[src/design/adcsrp_consts.vh]
// constants of the serial register port: register codes, field positions, reset values, counts
// assumes inclusion by the port design file and the bench (the fifo file does not include it); definitions only
`ifndef ADCSRP_CONSTS_VH
`define ADCSRP_CONSTS_VH

// register select codes carried in the communications byte
`define ADCSRP_REG_COMM      3'h0
`define ADCSRP_REG_SETUP     3'h1
`define ADCSRP_REG_CLOCK     3'h2
`define ADCSRP_REG_DATA      3'h3
`define ADCSRP_REG_TEST      3'h4
`define ADCSRP_REG_ZERO      3'h6
`define ADCSRP_REG_FULL      3'h7

// communications byte layout
`define ADCSRP_COMM_READY    7
`define ADCSRP_COMM_SEL_HI   6
`define ADCSRP_COMM_SEL_LO   4
`define ADCSRP_COMM_RW       3
`define ADCSRP_COMM_CTRL_HI  2

// transfer lengths in serial clocks
`define ADCSRP_LEN_BYTE      5'h08
`define ADCSRP_LEN_DATA      5'h10
`define ADCSRP_LEN_CAL       5'h18

// widths
`define ADCSRP_DATA_W        16
`define ADCSRP_CAL_W         24

// reset values
`define ADCSRP_RST_SETUP     8'h01
`define ADCSRP_RST_CLOCK     8'h05
`define ADCSRP_RST_TEST      8'h00
`define ADCSRP_RST_ZERO      24'h1F4000
`define ADCSRP_RST_FULL      24'h5761AB
`define ADCSRP_RST_CTRL      3'h0

// ones on the serial input that reset the interface
`define ADCSRP_ONES_RESET    6'h20

// result buffer
`define ADCSRP_FIFO_DEPTH    8
`define ADCSRP_FIFO_AW       3

`endif

[src/design/adcsrp_fifo.v]
// synchronous fifo of flip-flops with valid/ready on both sides
// assumes one clock and a synchronous active-low reset
`timescale 1ns/10ps
`default_nettype none

module adcsrp_fifo #(
    parameter WIDTH = 16,
    parameter DEPTH = 8,
    parameter AW    = 3
) (
    input  wire             i_core_clk,
    input  wire             i_rst_n,
    input  wire             i_in_valid,
    input  wire [WIDTH-1:0] i_in_data,
    output wire             o_in_ready,
    output wire             o_out_valid,
    output wire [WIDTH-1:0] o_out_data,
    input  wire             i_out_ready
);

    reg [WIDTH-1:0] mem [0:DEPTH-1];
    reg [AW-1:0]    wr_ptr;
    reg [AW-1:0]    rd_ptr;
    reg [AW:0]      count;

    wire push = i_in_valid & o_in_ready;
    wire pop  = o_out_valid & i_out_ready;

    // honest flags straight from the occupancy count
    assign o_in_ready  = (count != DEPTH[AW:0]);
    assign o_out_valid = (count != {(AW+1){1'b0}});
    assign o_out_data  = mem[rd_ptr];

    ////////////////////////////////////////////////////////////////////////////////
    // storage, one write port per entry
    genvar g;
    generate
        for (g = 0; g < DEPTH; g = g + 1) begin : g_entry
            always @(posedge i_core_clk) begin
                if (!i_rst_n) begin
                    mem[g] <= {WIDTH{1'b0}};
                end else if (push && (wr_ptr == g[AW-1:0])) begin
                    mem[g] <= i_in_data;
                end
            end
        end
    endgenerate

    ////////////////////////////////////////////////////////////////////////////////
    // pointers and count; depth is a power of two so pointers wrap freely
    always @(posedge i_core_clk) begin
        if (!i_rst_n) begin
            wr_ptr <= {AW{1'b0}};
            rd_ptr <= {AW{1'b0}};
            count  <= {(AW+1){1'b0}};
        end else begin
            if (push) begin
                wr_ptr <= wr_ptr + 1'b1;
            end
            if (pop) begin
                rd_ptr <= rd_ptr + 1'b1;
            end
            if (push && !pop) begin
                count <= count + 1'b1;
            end else if (pop && !push) begin
                count <= count - 1'b1;
            end
        end
    end

endmodule

`default_nettype wire

[src/design/adcsrp_port.v]
// serial register port of a three-channel converter: comms byte, six registers, result flag
// assumes serial clock, select and data in arrive from outside and are synchronised here;
// the serial clock must stay well below a quarter of the core clock rate
`timescale 1ns/10ps
`default_nettype none
`include "adcsrp_consts.vh"

module adcsrp_port (
    input  wire        i_core_clk,
    input  wire        i_rst_n,
    input  wire        i_sclk,
    input  wire        i_cs_n,
    input  wire        i_din,
    output reg         o_dout,
    output wire        o_dout_oe,
    output reg         o_result_ready_n,
    input  wire        i_result_valid,
    input  wire [15:0] i_result_data,
    output wire        o_result_accept,
    output reg  [7:0]  o_setup,
    output reg  [7:0]  o_clock,
    output reg  [7:0]  o_test,
    output reg  [23:0] o_zero_scale,
    output reg  [23:0] o_full_scale,
    output reg  [2:0]  o_comm_ctrl
);

    localparam ST_COMM  = 2'h0;
    localparam ST_WRITE = 2'h1;
    localparam ST_READ  = 2'h2;

    ////////////////////////////////////////////////////////////////////////////////
    // two-stage synchronisers, third stage only for edge finding
    reg sclk_s1, sclk_s2, sclk_d;
    reg cs_s1, cs_s2;
    reg din_s1, din_s2;

    always @(posedge i_core_clk) begin
        if (!i_rst_n) begin
            sclk_s1 <= 1'b1;
            sclk_s2 <= 1'b1;
            sclk_d  <= 1'b1;
            cs_s1   <= 1'b1;
            cs_s2   <= 1'b1;
            din_s1  <= 1'b0;
            din_s2  <= 1'b0;
        end else begin
            sclk_s1 <= i_sclk;
            sclk_s2 <= sclk_s1;
            sclk_d  <= sclk_s2;
            cs_s1   <= i_cs_n;
            cs_s2   <= cs_s1;
            din_s1  <= i_din;
            din_s2  <= din_s1;
        end
    end

    // device samples on rising, shifts on falling edges of the serial clock
    wire sel   = ~cs_s2;
    wire rise  = sel & sclk_s2 & ~sclk_d;
    wire fall  = sel & ~sclk_s2 & sclk_d;

    ////////////////////////////////////////////////////////////////////////////////
    // link state
    reg [1:0]  state;
    reg [4:0]  bit_cnt;
    reg [23:0] shift;
    reg [2:0]  reg_sel;
    reg [5:0]  ones_cnt;
    reg [15:0] data_reg;
    reg        unread;
    reg        upd_pend;

    // transfer length of the selected register
    reg [4:0] sel_len;
    always @* begin
        case (reg_sel)
            `ADCSRP_REG_DATA: sel_len = `ADCSRP_LEN_DATA;
            `ADCSRP_REG_ZERO: sel_len = `ADCSRP_LEN_CAL;
            `ADCSRP_REG_FULL: sel_len = `ADCSRP_LEN_CAL;
            default:          sel_len = `ADCSRP_LEN_BYTE;
        endcase
    end

    // comms byte under assembly, completed by the current input bit
    wire [7:0] comm_byte = {shift[6:0], din_s2};
    wire [2:0] next_sel  = comm_byte[`ADCSRP_COMM_SEL_HI:`ADCSRP_COMM_SEL_LO];
    wire       reading   = (state == ST_READ) && (reg_sel == `ADCSRP_REG_DATA);
    wire       read_done = rise && (state == ST_READ) && (bit_cnt == sel_len - 5'h01);

    // left-aligned image of a register for reading
    reg [23:0] rd_image;
    always @*  begin
        case (next_sel)
            `ADCSRP_REG_COMM:  rd_image = {o_result_ready_n, next_sel, 1'b1,
                                           o_comm_ctrl, 16'h0000};
            `ADCSRP_REG_SETUP: rd_image = {o_setup, 16'h0000};
            `ADCSRP_REG_CLOCK: rd_image = {o_clock, 16'h0000};
            `ADCSRP_REG_DATA:  rd_image = {data_reg, 8'h00};
            `ADCSRP_REG_TEST:  rd_image = {o_test, 16'h0000};
            `ADCSRP_REG_ZERO:  rd_image = o_zero_scale;
            `ADCSRP_REG_FULL:  rd_image = o_full_scale;
            default:           rd_image = 24'h000000;
        endcase
    end

    ////////////////////////////////////////////////////////////////////////////////
    // serial state machine; unknown code 5 is a byte access with no effect
    always @(posedge i_core_clk) begin
        if (!i_rst_n) begin
            state        <= ST_COMM;
            bit_cnt      <= 5'h00;
            shift        <= 24'h000000;
            reg_sel      <= `ADCSRP_REG_COMM;
            ones_cnt     <= 6'h00;
            o_dout       <= 1'b0;
            o_setup      <= `ADCSRP_RST_SETUP;
            o_clock      <= `ADCSRP_RST_CLOCK;
            o_test       <= `ADCSRP_RST_TEST;
            o_zero_scale <= `ADCSRP_RST_ZERO;
            o_full_scale <= `ADCSRP_RST_FULL;
            o_comm_ctrl  <= `ADCSRP_RST_CTRL;
        end else if (rise && din_s2 && (ones_cnt == `ADCSRP_ONES_RESET - 6'h01)) begin
            // interface back to idle, register contents untouched
            state    <= ST_COMM;
            bit_cnt  <= 5'h00;
            ones_cnt <= 6'h00;
        end else begin
            // ones counted on any access; a host reading still clocks its line
            if (rise) begin
                ones_cnt <= din_s2 ? ones_cnt + 6'h01 : 6'h00;
            end
            case (state)
                ST_COMM: begin
                    // a leading one is not a command start, so idle ones do nothing
                    if (rise && !(bit_cnt == 5'h00 && din_s2)) begin
                        shift   <= {shift[22:0], din_s2};
                        bit_cnt <= bit_cnt + 5'h01;
                        if (bit_cnt == `ADCSRP_LEN_BYTE - 5'h01) begin
                            bit_cnt     <= 5'h00;
                            reg_sel     <= next_sel;
                            o_comm_ctrl <= comm_byte[`ADCSRP_COMM_CTRL_HI:0];
                            if (comm_byte[`ADCSRP_COMM_RW]) begin
                                shift <= rd_image;
                                state <= ST_READ;
                            end else if (next_sel != `ADCSRP_REG_COMM) begin
                                state <= ST_WRITE;
                            end
                        end
                    end
                end
                ST_WRITE: begin
                    if (rise) begin
                        shift   <= {shift[22:0], din_s2};
                        bit_cnt <= bit_cnt + 5'h01;
                        if (bit_cnt == sel_len - 5'h01) begin
                            bit_cnt <= 5'h00;
                            state   <= ST_COMM;
                            case (reg_sel)
                                `ADCSRP_REG_SETUP: o_setup      <= comm_byte;
                                `ADCSRP_REG_CLOCK: o_clock      <= comm_byte;
                                `ADCSRP_REG_TEST:  o_test       <= comm_byte;
                                `ADCSRP_REG_ZERO:  o_zero_scale <= {shift[22:0], din_s2};
                                `ADCSRP_REG_FULL:  o_full_scale <= {shift[22:0], din_s2};
                                default:           o_test       <= o_test;
                            endcase
                        end
                    end
                end
                ST_READ: begin
                    // serial input deliberately not sampled here
                    if (fall) begin
                        o_dout <= shift[23];
                        shift  <= {shift[22:0], 1'b0};
                    end
                    if (rise) begin
                        bit_cnt <= bit_cnt + 5'h01;
                        if (bit_cnt == sel_len - 5'h01) begin
                            bit_cnt <= 5'h00;
                            state   <= ST_COMM;
                        end
                    end
                end
                default: begin
                    state   <= ST_COMM;
                    bit_cnt <= 5'h00;
                end
            endcase
        end
    end

    // output driven only while selected and reading
    assign o_dout_oe = sel && (state == ST_READ);

    ////////////////////////////////////////////////////////////////////////////////
    // result buffer; the output register refills only once the last result was read,
    // so an unread host makes the buffer fill and push back on the converter
    wire        fifo_valid;
    wire [15:0] fifo_data;
    wire        fifo_pop = upd_pend;

    adcsrp_fifo #(
        .WIDTH (`ADCSRP_DATA_W),
        .DEPTH (`ADCSRP_FIFO_DEPTH),
        .AW    (`ADCSRP_FIFO_AW)
    ) u_fifo (
        .i_core_clk  (i_core_clk),
        .i_rst_n     (i_rst_n),
        .i_in_valid  (i_result_valid),
        .i_in_data   (i_result_data),
        .o_in_ready  (o_result_accept),
        .o_out_valid (fifo_valid),
        .o_out_data  (fifo_data),
        .i_out_ready (fifo_pop)
    );

    ////////////////////////////////////////////////////////////////////////////////
    // output register and ready flag: high for the update cycle, low once loaded
    always @(posedge i_core_clk) begin
        if (!i_rst_n) begin
            data_reg         <= 16'h0000;
            unread           <= 1'b0;
            upd_pend         <= 1'b0;
            o_result_ready_n <= 1'b1;
        end else if (upd_pend) begin
            data_reg         <= fifo_data;
            upd_pend         <= 1'b0;
            unread           <= 1'b1;
            o_result_ready_n <= 1'b0;
        end else if (fifo_valid && !unread && !reading) begin
            upd_pend         <= 1'b1;
            o_result_ready_n <= 1'b1;
        end else if (read_done && (reg_sel == `ADCSRP_REG_DATA)) begin
            unread           <= 1'b0;
            o_result_ready_n <= 1'b1;
        end
    end

endmodule

`default_nettype wire

[config.mk]
export PLATFORM = sky130hd
export DESIGN_NAME = adcsrp_port
export DESIGN_NICKNAME = d
export VERILOG_FILES = /design/src/design/adcsrp_fifo.v /design/src/design/adcsrp_port.v
export VERILOG_INCLUDE_DIRS = /design/src /design/src/design
export SDC_FILE = /design/constraint.sdc
export NUM_CORES = 1
export LEC_CHECK = 0
export BUFFER_PORTS_ARGS = -buffer_cell sky130_fd_sc_hd__buf_2
export CAP_MARGIN = 0
export CORE_ASPECT_RATIO = 0.9
export CORE_MARGIN = 10
export CORE_UTILIZATION = 55
export DETAILED_ROUTE_END_ITERATION = 12
export PLACE_DENSITY_LB_ADDON = 0.08
export SYNTH_ARGS = -nofsm -noshare
export SYNTH_HDL_FRONTEND = slang
export SYNTH_SLANG_ARGS = --single-unit
[constraint.sdc]
create_clock -name i_core_clk -period 3.9 [get_ports i_core_clk]
set_input_delay 0.39 -clock i_core_clk [delete_from_list [all_inputs] [get_ports i_core_clk]]
set_output_delay 0.39 -clock i_core_clk [all_outputs]
set_load 0.05 [all_outputs]
* Word-level counts from Yosys, hierarchy flattened *
Memory sizes are Yosys's and may differ from the RTL's. A register that Yosys moved wholly into a read port is not among the register bits.
Index checks and enable logic that the tools add are counted.

storage, ports and cells
  register bits after elaboration = 136
  memories kept = 1
  word-level logic and storage cells = 200
  bits in writable memories = 128

memories
  memory      depth  bits a word  read ports  clocked after memory_dff  write ports  line              source
  u_fifo.mem  8      16           1           1                         8            adcsrp_fifo.v:21  reg [WIDTH-1:0] mem [0:DEPTH-1];

operators by class
  equal/unequal tests = 33
  $add $sub $neg = 7
  bitwise operators = 19
  muxes and demuxes = 63
  reductions and logical operators = 52

operators by type and width
  cell                                                 count
  case mux 24 bit (7 select lines)                     1
  two-way mux 16 bit                                   8
  two-way mux 24 bit                                   5
  case mux 24 bit (3 select lines)                     1
  AND reduction 5 bit                                  7
  two-way mux 1 bit                                    32
  equality test 3 bit, second input constant           10
  logical AND 1 bit                                    21
  two-way mux 5 bit                                    4
  case mux 5 bit (2 select lines)                      2
  equality test 3 x 2 -> 1 bit, second input constant  6
  two-way mux 2 bit                                    6
  inequality test 2 bit, second input constant         5
  equality test 3 x 1 -> 1 bit, second input constant  3
  nonzero test 3 bit                                   3
  two-way mux 4 bit                                    2
  OR 1 bit                                             8
  OR reduction 2 bit                                   4
  adder 3 x 1 -> 3 bit, second input constant          2
  adder 6 x 1 -> 6 bit, second input constant          1
  AND 1 bit                                            6
  equality test 6 x 5 -> 1 bit, second input constant  1
  logical NOT 1 bit                                    6
  logical NOT 3 bit                                    2
  other kinds (21)                                     28

* Logic depth before layout (Yosys ltp) *
Gate-level depths: netlist of run 1.

  word-level depth = 10
  depth in mapped cells = 11
  depth with buffers taken out = 10

* By module *
Synthesis of run 1 repeated with hierarchy kept, for this count alone.

unflattened totals
  cell total of the unflattened synthesis = 1198
  area total of the unflattened synthesis = 13022.5 sq um

by module, submodules not included
  module       cells each  area an instance (sq um)  sequential area each (sq um)  instances
  adcsrp_port  753         6590.1                    2842.7                        1
  adcsrp_fifo  445         6432.4                    4103.9                        1

* Least setup slack after synthesis of run 1 *
Ideal clock, no wire load.

  path kind = register to register
  from = register u_fifo.count[0]
  to = register u_fifo.count[3]
  setup slack = 719 ps
  library setup time = 76 ps
  data arrival time = 3106 ps
  cell stages (with the launch flop) = 12
  period minus slack after synthesis = 3181 ps
  path through = dfxtp_1 or4b_2 and2_1 clkbuf_1 ha_1 inv_1 ha_1 a21o_1 a21oi_1 xnor2_1 or3_1 a21boi_0

between the ends
  longest elaborated chain between the ends = 5
  elaborated cells between the ends (all ways) = 13
  classes of those cells = add/sub (2); eq/ne (1); mux (2); bitwise (2); reduce/logical (6)

RTL lines
  item                                 line              source
  start, declared                      adcsrp_fifo.v:24  reg [AW:0] count;
  start signal, assigned               adcsrp_fifo.v:55  count <= {(AW+1){1'b0}};
  start signal, assigned               adcsrp_fifo.v:64  count <= count + 1'b1;
  start signal, assigned               adcsrp_fifo.v:66  count <= count - 1'b1;
  inequality test 4 bit *              adcsrp_fifo.v:30  assign o_in_ready = (count != DEPTH[AW:0]);
  net o_result_accept                  adcsrp_port.v:19  output wire o_result_accept,
  AND 1 bit *                          adcsrp_fifo.v:26  wire push = i_in_valid & o_in_ready;
  net u_fifo.push                      adcsrp_fifo.v:26
  logical NOT 1 bit                    adcsrp_fifo.v:65  end else if (pop && !push) begin
  logical AND 1 bit                    adcsrp_fifo.v:65
  nonzero test 2 bit (no source line)  -

Mark *: on every way through the listed nets, which the timed path passes. The rest lies on a longest branch. The select of a mux whose other input is x is not followed.
A chain may end at the register's enable or synchronous reset.

* Final worst setup path of run 1 *
  from = register u_fifo.count[0]
  to = register u_fifo.count[3]

between the ends
  longest elaborated chain between the ends = 5
  elaborated cells between the ends (all ways) = 13
  classes of those cells = add/sub (2); eq/ne (1); mux (2); bitwise (2); reduce/logical (6)

RTL lines
  item
  parallel branches: the longest is 5 deep, another holds subtractor 4 x 1 -> 4 bit

Several ways; the timed one is not identified. The select of a mux whose other input is x is not followed.

==> metrics.md, run 1 <==
| Metric | Value |
|---|---|
| Outcome | `completed` |
| CP Max Fanout | `13` |
| Post-Route WL | `34,100 um` |
| Via total after detailed routing | `9,358` |
| Endpoints failing hold | `0` |
| Clk slew on worst S/H paths | `~0.060 ns` |
| Fin crit period | `~3 ns` |
| Register share of total power | `48.4%` |
| Setup repair after global routing missed its margin | `no` |
| VDD IR-drop max | `0.418 mV` |
| Cell internal pwr | `0.00536 W` |
| Cell variety after synth | `73` |
| Worst skew pair latency | `around 0.55 ns` |
| TritonCTS Buffers | `28` |
| Syn Nets | `around 1,200` |
| Rows | `between 50 and 60` |
| Compound-cell area share of the yosys netlist | `10.3%` |
| Post-synth EDFFs | `128` |
| CTS H-tree depth | `1` |
| Fmax | `0.328 GHz` |
| Height of the chip | `166 um` |
| Die Area | `between 30,000 and 40,000 um2` |
| Total GRT Usage | `21.8%` |
| Setup violators final | `0` |
| CTS sink count | `280` |
| Total of max-cap violations | `0` |
| Core ar. | `approximately 23,000 um2` |
| I/O pin cnt | `101` |
| Pwr Density | `486 nW/um2` |
| Worst slew pin tran | `1.00 ns` |
| GPL Wtd Cong | `0.897` |
| WP data required | `4.37 ns` |
| Max-slew violations | `0` |
| Main combinational cell family by area after synthesis | `simple AND/OR/NAND/NOR gates` |
| WP data arrival | `3.53 ns` |
| Synth Area in Simple Gates | `19.7%` |
| Startpoint type of the worst setup path | `flip-flop` |
| DR DRC count | `0` |
| Final net count | `between 1,000 and 1,500` |
| Syn avg cell area | `11.0 um2` |
| CP Class | `flip-flop to flip-flop` |
| Vias per cell | `a little under 6` |
| Total gr overflow | `0` |
| Post-CTS sizing | `0` |
| Die width | `182 um` |
| Post-synthesis cell count | `1,183` |
| Max reg flops | `128` |
| Clk network pwr share | `38.0%` |
| Post-DP HPWL | `approximately 23,000 um` |
| Largest net degree at the start of global routing | `a little under 80` |
| CTS tree | `built` |
| Primary FF master, synth | `dfxtp_1` |
| Clock buffer depth | `3` |
| Slew Limit Headroom | `33.2%` |
| Leakage power | `5.74 nW` |
| Most flop-heavy register | `u_fifo.mem` |
| Drt initial violations | `826` |
| Mux contribution to synthesized area | `11.7%` |
| Diodes inserted | `0` |
| CTS Hold Buffers Added | `0` |
| XOR/XNOR share of the synthesized area | `0.527%` |
| Drt wl/cell | `roughly 22 um` |
| Initial Utilization | `between 50% and 60%` |
| Syn-to-layout area delta | `13.0%` |
| Combinational power share | `13.6%` |
| PortBufs | `100` |
| Clock root buffer | `clkbuf_16` |
| Layout cells sized above 1 | `18.8%` |
| Sequential area share after synthesis | `52.7%` |
| TNS Setup | `0 ns` |
| First-pass GRT wire length | `around 53,000 um` |
| Net Sw Frac | `25.2%` |
| Final cycle utilization of the critical path | `approximately 80%` |
| Util after Layout | `63.2%` |
| Vias in the first global route | `9,082` |
| Synth Area in Adders | `1.88%` |
| FF+latch count, synth | `280` |
| Kind of end point of the critical path | `flip-flop` |
| P_sw | `0.00180 W` |
| DRT antenna net count | `0` |
| Setup repair bufs after CTS | `0` |
| Syn Std Cell Area | `13,100 um2` |
| Yosys warning count | `0` |
| FFs w/ async S/R, synth | `0%` |
| Worst Hold Class | `primary input to flip-flop` |
| Drt first pass iters | `6` |
| Antenna violations before repair | `0` |
| Skew final | `0.0167 ns` |
per-stage QoR:
stage               instances  hold slack, ns  power [W]  setup slack, ns  instance area (um2)
floorplan                1183           0.386    0.00421            0.719                13100
global placement         1527           0.397    0.00450            0.942                13800
detailed placement       1527           0.393    0.00452            0.858                13800
CTS                      1579          0.0217    0.00723            0.838                14800
global route             1579          0.0421    0.00745            0.693                14800
finish                   1579          0.0419    0.00716            0.849                14800
power by group through the flow:
stage                     registers (W)  logic (W)  clock network [W]
after floorplan                 0.00343   0.000778                  0
after global placement          0.00353   0.000969                  0
after detailed placement        0.00354   0.000982                  0
after CTS                       0.00347   0.000987            0.00277
after global routing            0.00350    0.00108            0.00288
final                           0.00347   0.000974            0.00272
synth_stat cells, types with 7 or more instances:
master | number | area (um2)
a21boi_0 | 26 | 195
a21boi_1 | 7 | 52.6
a21o_1 | 7 | 52.6
a21oi_1 | 29 | 145
a32oi_1 | 9 | 78.8
and2_1 | 140 | 876
buf_2 | 18 | 90.1
clkbuf_1 | 60 | 225
dfxtp_1 | 152 | 3040
edfxtp_1 | 128 | 3840
ha_1 | 18 | 225
inv_1 | 18 | 67.6
mux2_2 | 7 | 78.8
mux2i_1 | 70 | 701
mux4_2 | 33 | 743
nand2_1 | 165 | 619
nand2b_1 | 7 | 43.8
nand3_1 | 48 | 240
nor2_1 | 17 | 63.8
nor2b_1 | 35 | 219
nor3_1 | 13 | 65.1
o211a_1 | 19 | 190
o21ai_0 | 36 | 180
layer usage:
| layer | routed length, um | up-vias | global-route usage, % |
|---|---|---|---|
| li1 | - | 4403 | - |
| met1 | 15700 | 4564 | 32.2 |
| met2 | 15200 | 345 | 32.1 |
| met3 | 2510 | 46 | 4.27 |
| met4 | 694 | 0 | 5.02 |
| met5 | 0 | - | 0 |
cell families (layout without fill, tap and decap cells):
logic type,count (synthesis),after routing
flops,280,280
xor+xnor,7,7
buf+inv,104,198
compound gates,185,185
mux,110,110
fa+ha+maj,19,19
simple gates,478,478
worst max-delay path, cell delays in order, from the launching register on:
cell and delay, ns:
dfxtp_1 0.36, or4b_2 0.72, and2_1 0.34, ha_1 0.27, inv_1 0.13, ha_1 0.24, a21o_1 0.18, a21oi_1 0.17
xnor2_1 0.10, or3_1 0.30, a21boi_0 0.16
worst paths after layout:
kind         cells past startpoint       startpoint         endpoint  slack (ns)
min reg2reg                      1            cs_s1            cs_s2        0.41
max reg2reg                     10  u_fifo.count[0]  u_fifo.count[3]        0.85
max                             10  u_fifo.count[0]  u_fifo.count[3]        0.85
min                              2           i_cs_n            cs_s1        0.04
cell usage in the layout (no fill, tap or decap), types with 5 or more instances in the layout:
cell / synthesis / final
nand2_1: 165 / 165
dfxtp_1: 152 / 150
and2_1: 140 / 140
edfxtp_1: 128 / 128
buf_2: 18 / 99
mux2i_1: 70 / 70
nand3_1: 48 / 48
o21ai_0: 36 / 36
nor2b_1: 35 / 35
mux4_2: 33 / 33
a21oi_1: 29 / 29
clkbuf_16: 0 / 29
buf_4: 1 / 28
a21boi_0: 26 / 26
o211a_1: 19 / 19
inv_1: 18 / 18
ha_1: 18 / 18
nor2_1: 17 / 17
nor3_1: 13 / 13
a32oi_1: 9 / 9
clkinv_2: 0 / 8
nand2b_1: 7 / 7
a21boi_1: 7 / 7
a21o_1: 7 / 7
mux2_2: 7 / 7
and3_1: 6 / 6
a221oi_1: 6 / 6
a22oi_1: 6 / 6
or3b_2: 5 / 5
a31oi_1: 5 / 5
xnor2_1: 5 / 5
layout make-up:
class	instances	area, um2
Inverter	18	67.6
Timing Repair Buffer	128	726
Sequential cell	280	6890
Clock buffer	40	812
Clock inverter	12	124
Fill cell	1878	8590
Multi-Input combinational cell	799	5760
Tap cell	302	378
Note: power is estimated with default switching activity, not from simulation.
==> inputs of run 2 (changes only) <==
--- a/config.mk
+++ b/config.mk
@@ -10,7 +10,7 @@
 export CAP_MARGIN = 0
 export CORE_ASPECT_RATIO = 0.9
 export CORE_MARGIN = 10
-export CORE_UTILIZATION = 55
+export CORE_UTILIZATION = 54
 export DETAILED_ROUTE_END_ITERATION = 12
 export PLACE_DENSITY_LB_ADDON = 0.08
 export SYNTH_ARGS = -nofsm -noshare
==> constraint.sdc (replaced) <==
create_clock -name i_core_clk -period 2.5 [get_ports i_core_clk]
set_input_delay 0.25 -clock i_core_clk [delete_from_list [all_inputs] [get_ports i_core_clk]]
set_output_delay 0.25 -clock i_core_clk [all_outputs]
set_load 0.05 [all_outputs]
==> metrics.md, run 2 (synthesized netlist as in run 1, its figures left out) <==
| Metric | Value |
|---|---|
| WP data required | `2.98 ns (was 4.37 ns)` |
| Worst slew pin tran | `0.827 ns (was 1.00 ns)` |
| VDD IR-drop max | `0.495 mV (was 0.418 mV)` |
| Drt initial violations | `1,035 (was 826)` |
| Height of the chip | `168 um (was 166 um)` |
| Placed insts | `1,550 (was 1,527)` |
| Syn-to-layout area delta | `15.6% (was 13.0%)` |
| Largest net degree at the start of global routing | `117 (was 78)` |
| CTS sink count | `280 (unchanged)` |
| Setup repair after global routing missed its margin | `yes (was no)` |
| Initial Utilization | `55.3% (was 55.9%)` |
| Worst skew pair latency | `0.55 ns (about the same)` |
| Fin crit period | `2.41 ns (was 3.05 ns)` |
| Overall Power | `0.0115 W (was 0.00716 W)` |
| GPL Wtd Cong | `0.861 (was 0.897)` |
| Max-slew violations | `0 (unchanged)` |
| Worst Hold Class | `primary input to flip-flop (unchanged)` |
| Vias in the first global route | `9,381 (was 9,082)` |
| Fillers | `1,895 (was 1,878)` |
| WP data arrival | `2.89 ns (was 3.53 ns)` |
| Post-DP HPWL | `22,500 um (was 22,600 um)` |
| Endpoints failing hold | `0 (unchanged)` |
| Clock buffer depth | `3 (unchanged)` |
| Antenna violations before repair | `0 (unchanged)` |
| Leakage power | `5.90 nW (was 5.74 nW)` |
| Rows | `53 (unchanged)` |
| Vias per cell | `5.89 (was 5.93)` |
| Skew final | `0.0101 ns (was 0.0167 ns)` |
| Via total after detailed routing | `9,466 (was 9,358)` |
| Post-Route WL | `34,700 um (was 34,100 um)` |
| Commonest non-fill, non-tap cell in the layout | `nand2_1 (unchanged)` |
| CTS tree | `built (unchanged)` |
| Diodes inserted | `0 (unchanged)` |
| CP Class | `flip-flop to flip-flop (unchanged)` |
| Clock root buffer | `clkbuf_16 (unchanged)` |
| Core ar. | `23,600 um2 (was 23,300 um2)` |
| Outcome | `completed (unchanged)` |
| Max reg flops | `128 (unchanged)` |
| CTS H-tree depth | `1 (unchanged)` |
| I/O pin cnt | `101 (unchanged)` |
| Total gr overflow | `0 (unchanged)` |
| DRT antenna net count | `0 (unchanged)` |
| First-pass GRT wire length | `54,600 um (was 53,000 um)` |
| DR DRC count | `0 (unchanged)` |
| Pwr Density | `762 nW/um2 (was 486 nW/um2)` |
| Final non-filler cell area | `15,100 um2 (was 14,800 um2)` |
| Setup violators final | `0 (unchanged)` |
| Register area | `6890 um2 (about the same)` |
| Total of max-cap violations | `0 (unchanged)` |
| Final cycle utilization of the critical path | `96.5% (was 78.2%)` |
| Most flop-heavy register | `u_fifo.mem (unchanged)` |
| Kind of end point of the critical path | `flip-flop (unchanged)` |
| Fmax | `0.415 GHz (was 0.328 GHz)` |
| Slew Limit Headroom | `44.9% (was 33.2%)` |
| Total GRT Usage | `22.3% (was 21.8%)` |
| Util after Layout | `63.9% (was 63.2%)` |
| Clk slew on worst S/H paths | `0.06 ns (about the same)` |
| CP Max Fanout | `5 (was 13)` |
| TNS Setup | `0 ns (unchanged)` |
| Drt first pass iters | `5 (was 6)` |
| TritonCTS Buffers | `29 (was 28)` |
| Finished Layout Cells | `1,608 (was 1,579)` |
| Die Area | `30,800 um2 (was 30,300 um2)` |
| Die width | `184 um (was 182 um)` |
| Startpoint type of the worst setup path | `flip-flop (unchanged)` |
| Area post-placement | `14,100 um2 (was 13,800 um2)` |
| Multi-input logic area | `5790 um2 (was 5760 um2)` |
| Most frequent cells in the layout | `nand2_1, dfxtp_1, and2_1 (unchanged)` |
| PortBufs | `100 (unchanged)` |
| Drt wl/cell | `21.6 um (about the same)` |
| Final net count | `1,324 (was 1,296)` |
| Layout cells sized above 1 | `20.4% (was 18.8%)` |
[run 2: cell count changes in the layout (fill, tap and decap cells not counted), moves of 2 or more]
cell	delta
buf_12	+4
buf_4	+20
clkbuf_1	+4
clkbuf_2	-4
clkbuf_4	+4
clkinv_1	+3
clkinv_2	-6
dfxtp_1	-2
dfxtp_2	+2
dlygate4sd3_1	+3
[run 2: power by group]
part	internal [W]	leakage [nW]	switching (W)
logic	0.000841	2.85	0.000888
clock network	0.00265	0.485	0.00179
registers	0.00515	2.56	0.000188
[run 2: cell type report]
cell class | instances | share of cell area [%]
clock buffers | 45 | 5.64
clock inverters | 9 | 0.870
inverters | 18 | 0.464
multi-input cells | 799 | 38.3
flip-flops and latches | 280 | 45.7
well taps | 302 | 2.50
repair buffers | 155 | 6.53
[run 2: worst max-delay path: stages (launching register included)]
cell and delay (ns):
dfxtp_2 0.35, or4b_4 0.56, and2_4 0.17, ha_4 0.17, inv_4 0.06, ha_1 0.23, a21o_1 0.17, a21oi_2 0.13
xnor2_1 0.08, or3_1 0.31, a21boi_1 0.12
[run 2: per-layer routing]
layer	GRT usage, %	vias to the layer above	routed length [um]
li1	-	4461	-
met1	32.8	4664	16100
met2	33.6	304	15700
met3	4.18	37	2470
met4	4.31	0	484
met5	0	-	0
[run 2: final timing paths]
kind	from	endpoint	slack, ns	cells after the start
worst max register to register	u_fifo.count[1]	u_fifo.count[3]	0.09	10
worst min register to register	cs_s1	cs_s2	0.41	1
worst max-delay path	u_fifo.count[1]	u_fifo.count[3]	0.09	10
worst min-delay path	i_result_data[8]	u_fifo.mem[0][8]	0.06	2
[run 2: metrics by stage]
stage          hold WS, ns  worst slack, ns
2_1_floorplan        0.351          -0.0709
4_1_cts             0.0447           0.0618
6_report            0.0562           0.0885
5_1_grt             0.0626         -0.00654
3_5_place_dp         0.393           0.0974
3_3_place_gp         0.397            0.163
[run 2: what timing repair did]
action	4_1_cts	5_1_grt
hold buffers	3	0
setup endpoints to repair	0	3
setup buffers	0	1
resized for setup	0	3
hold endpoints to repair	3	0
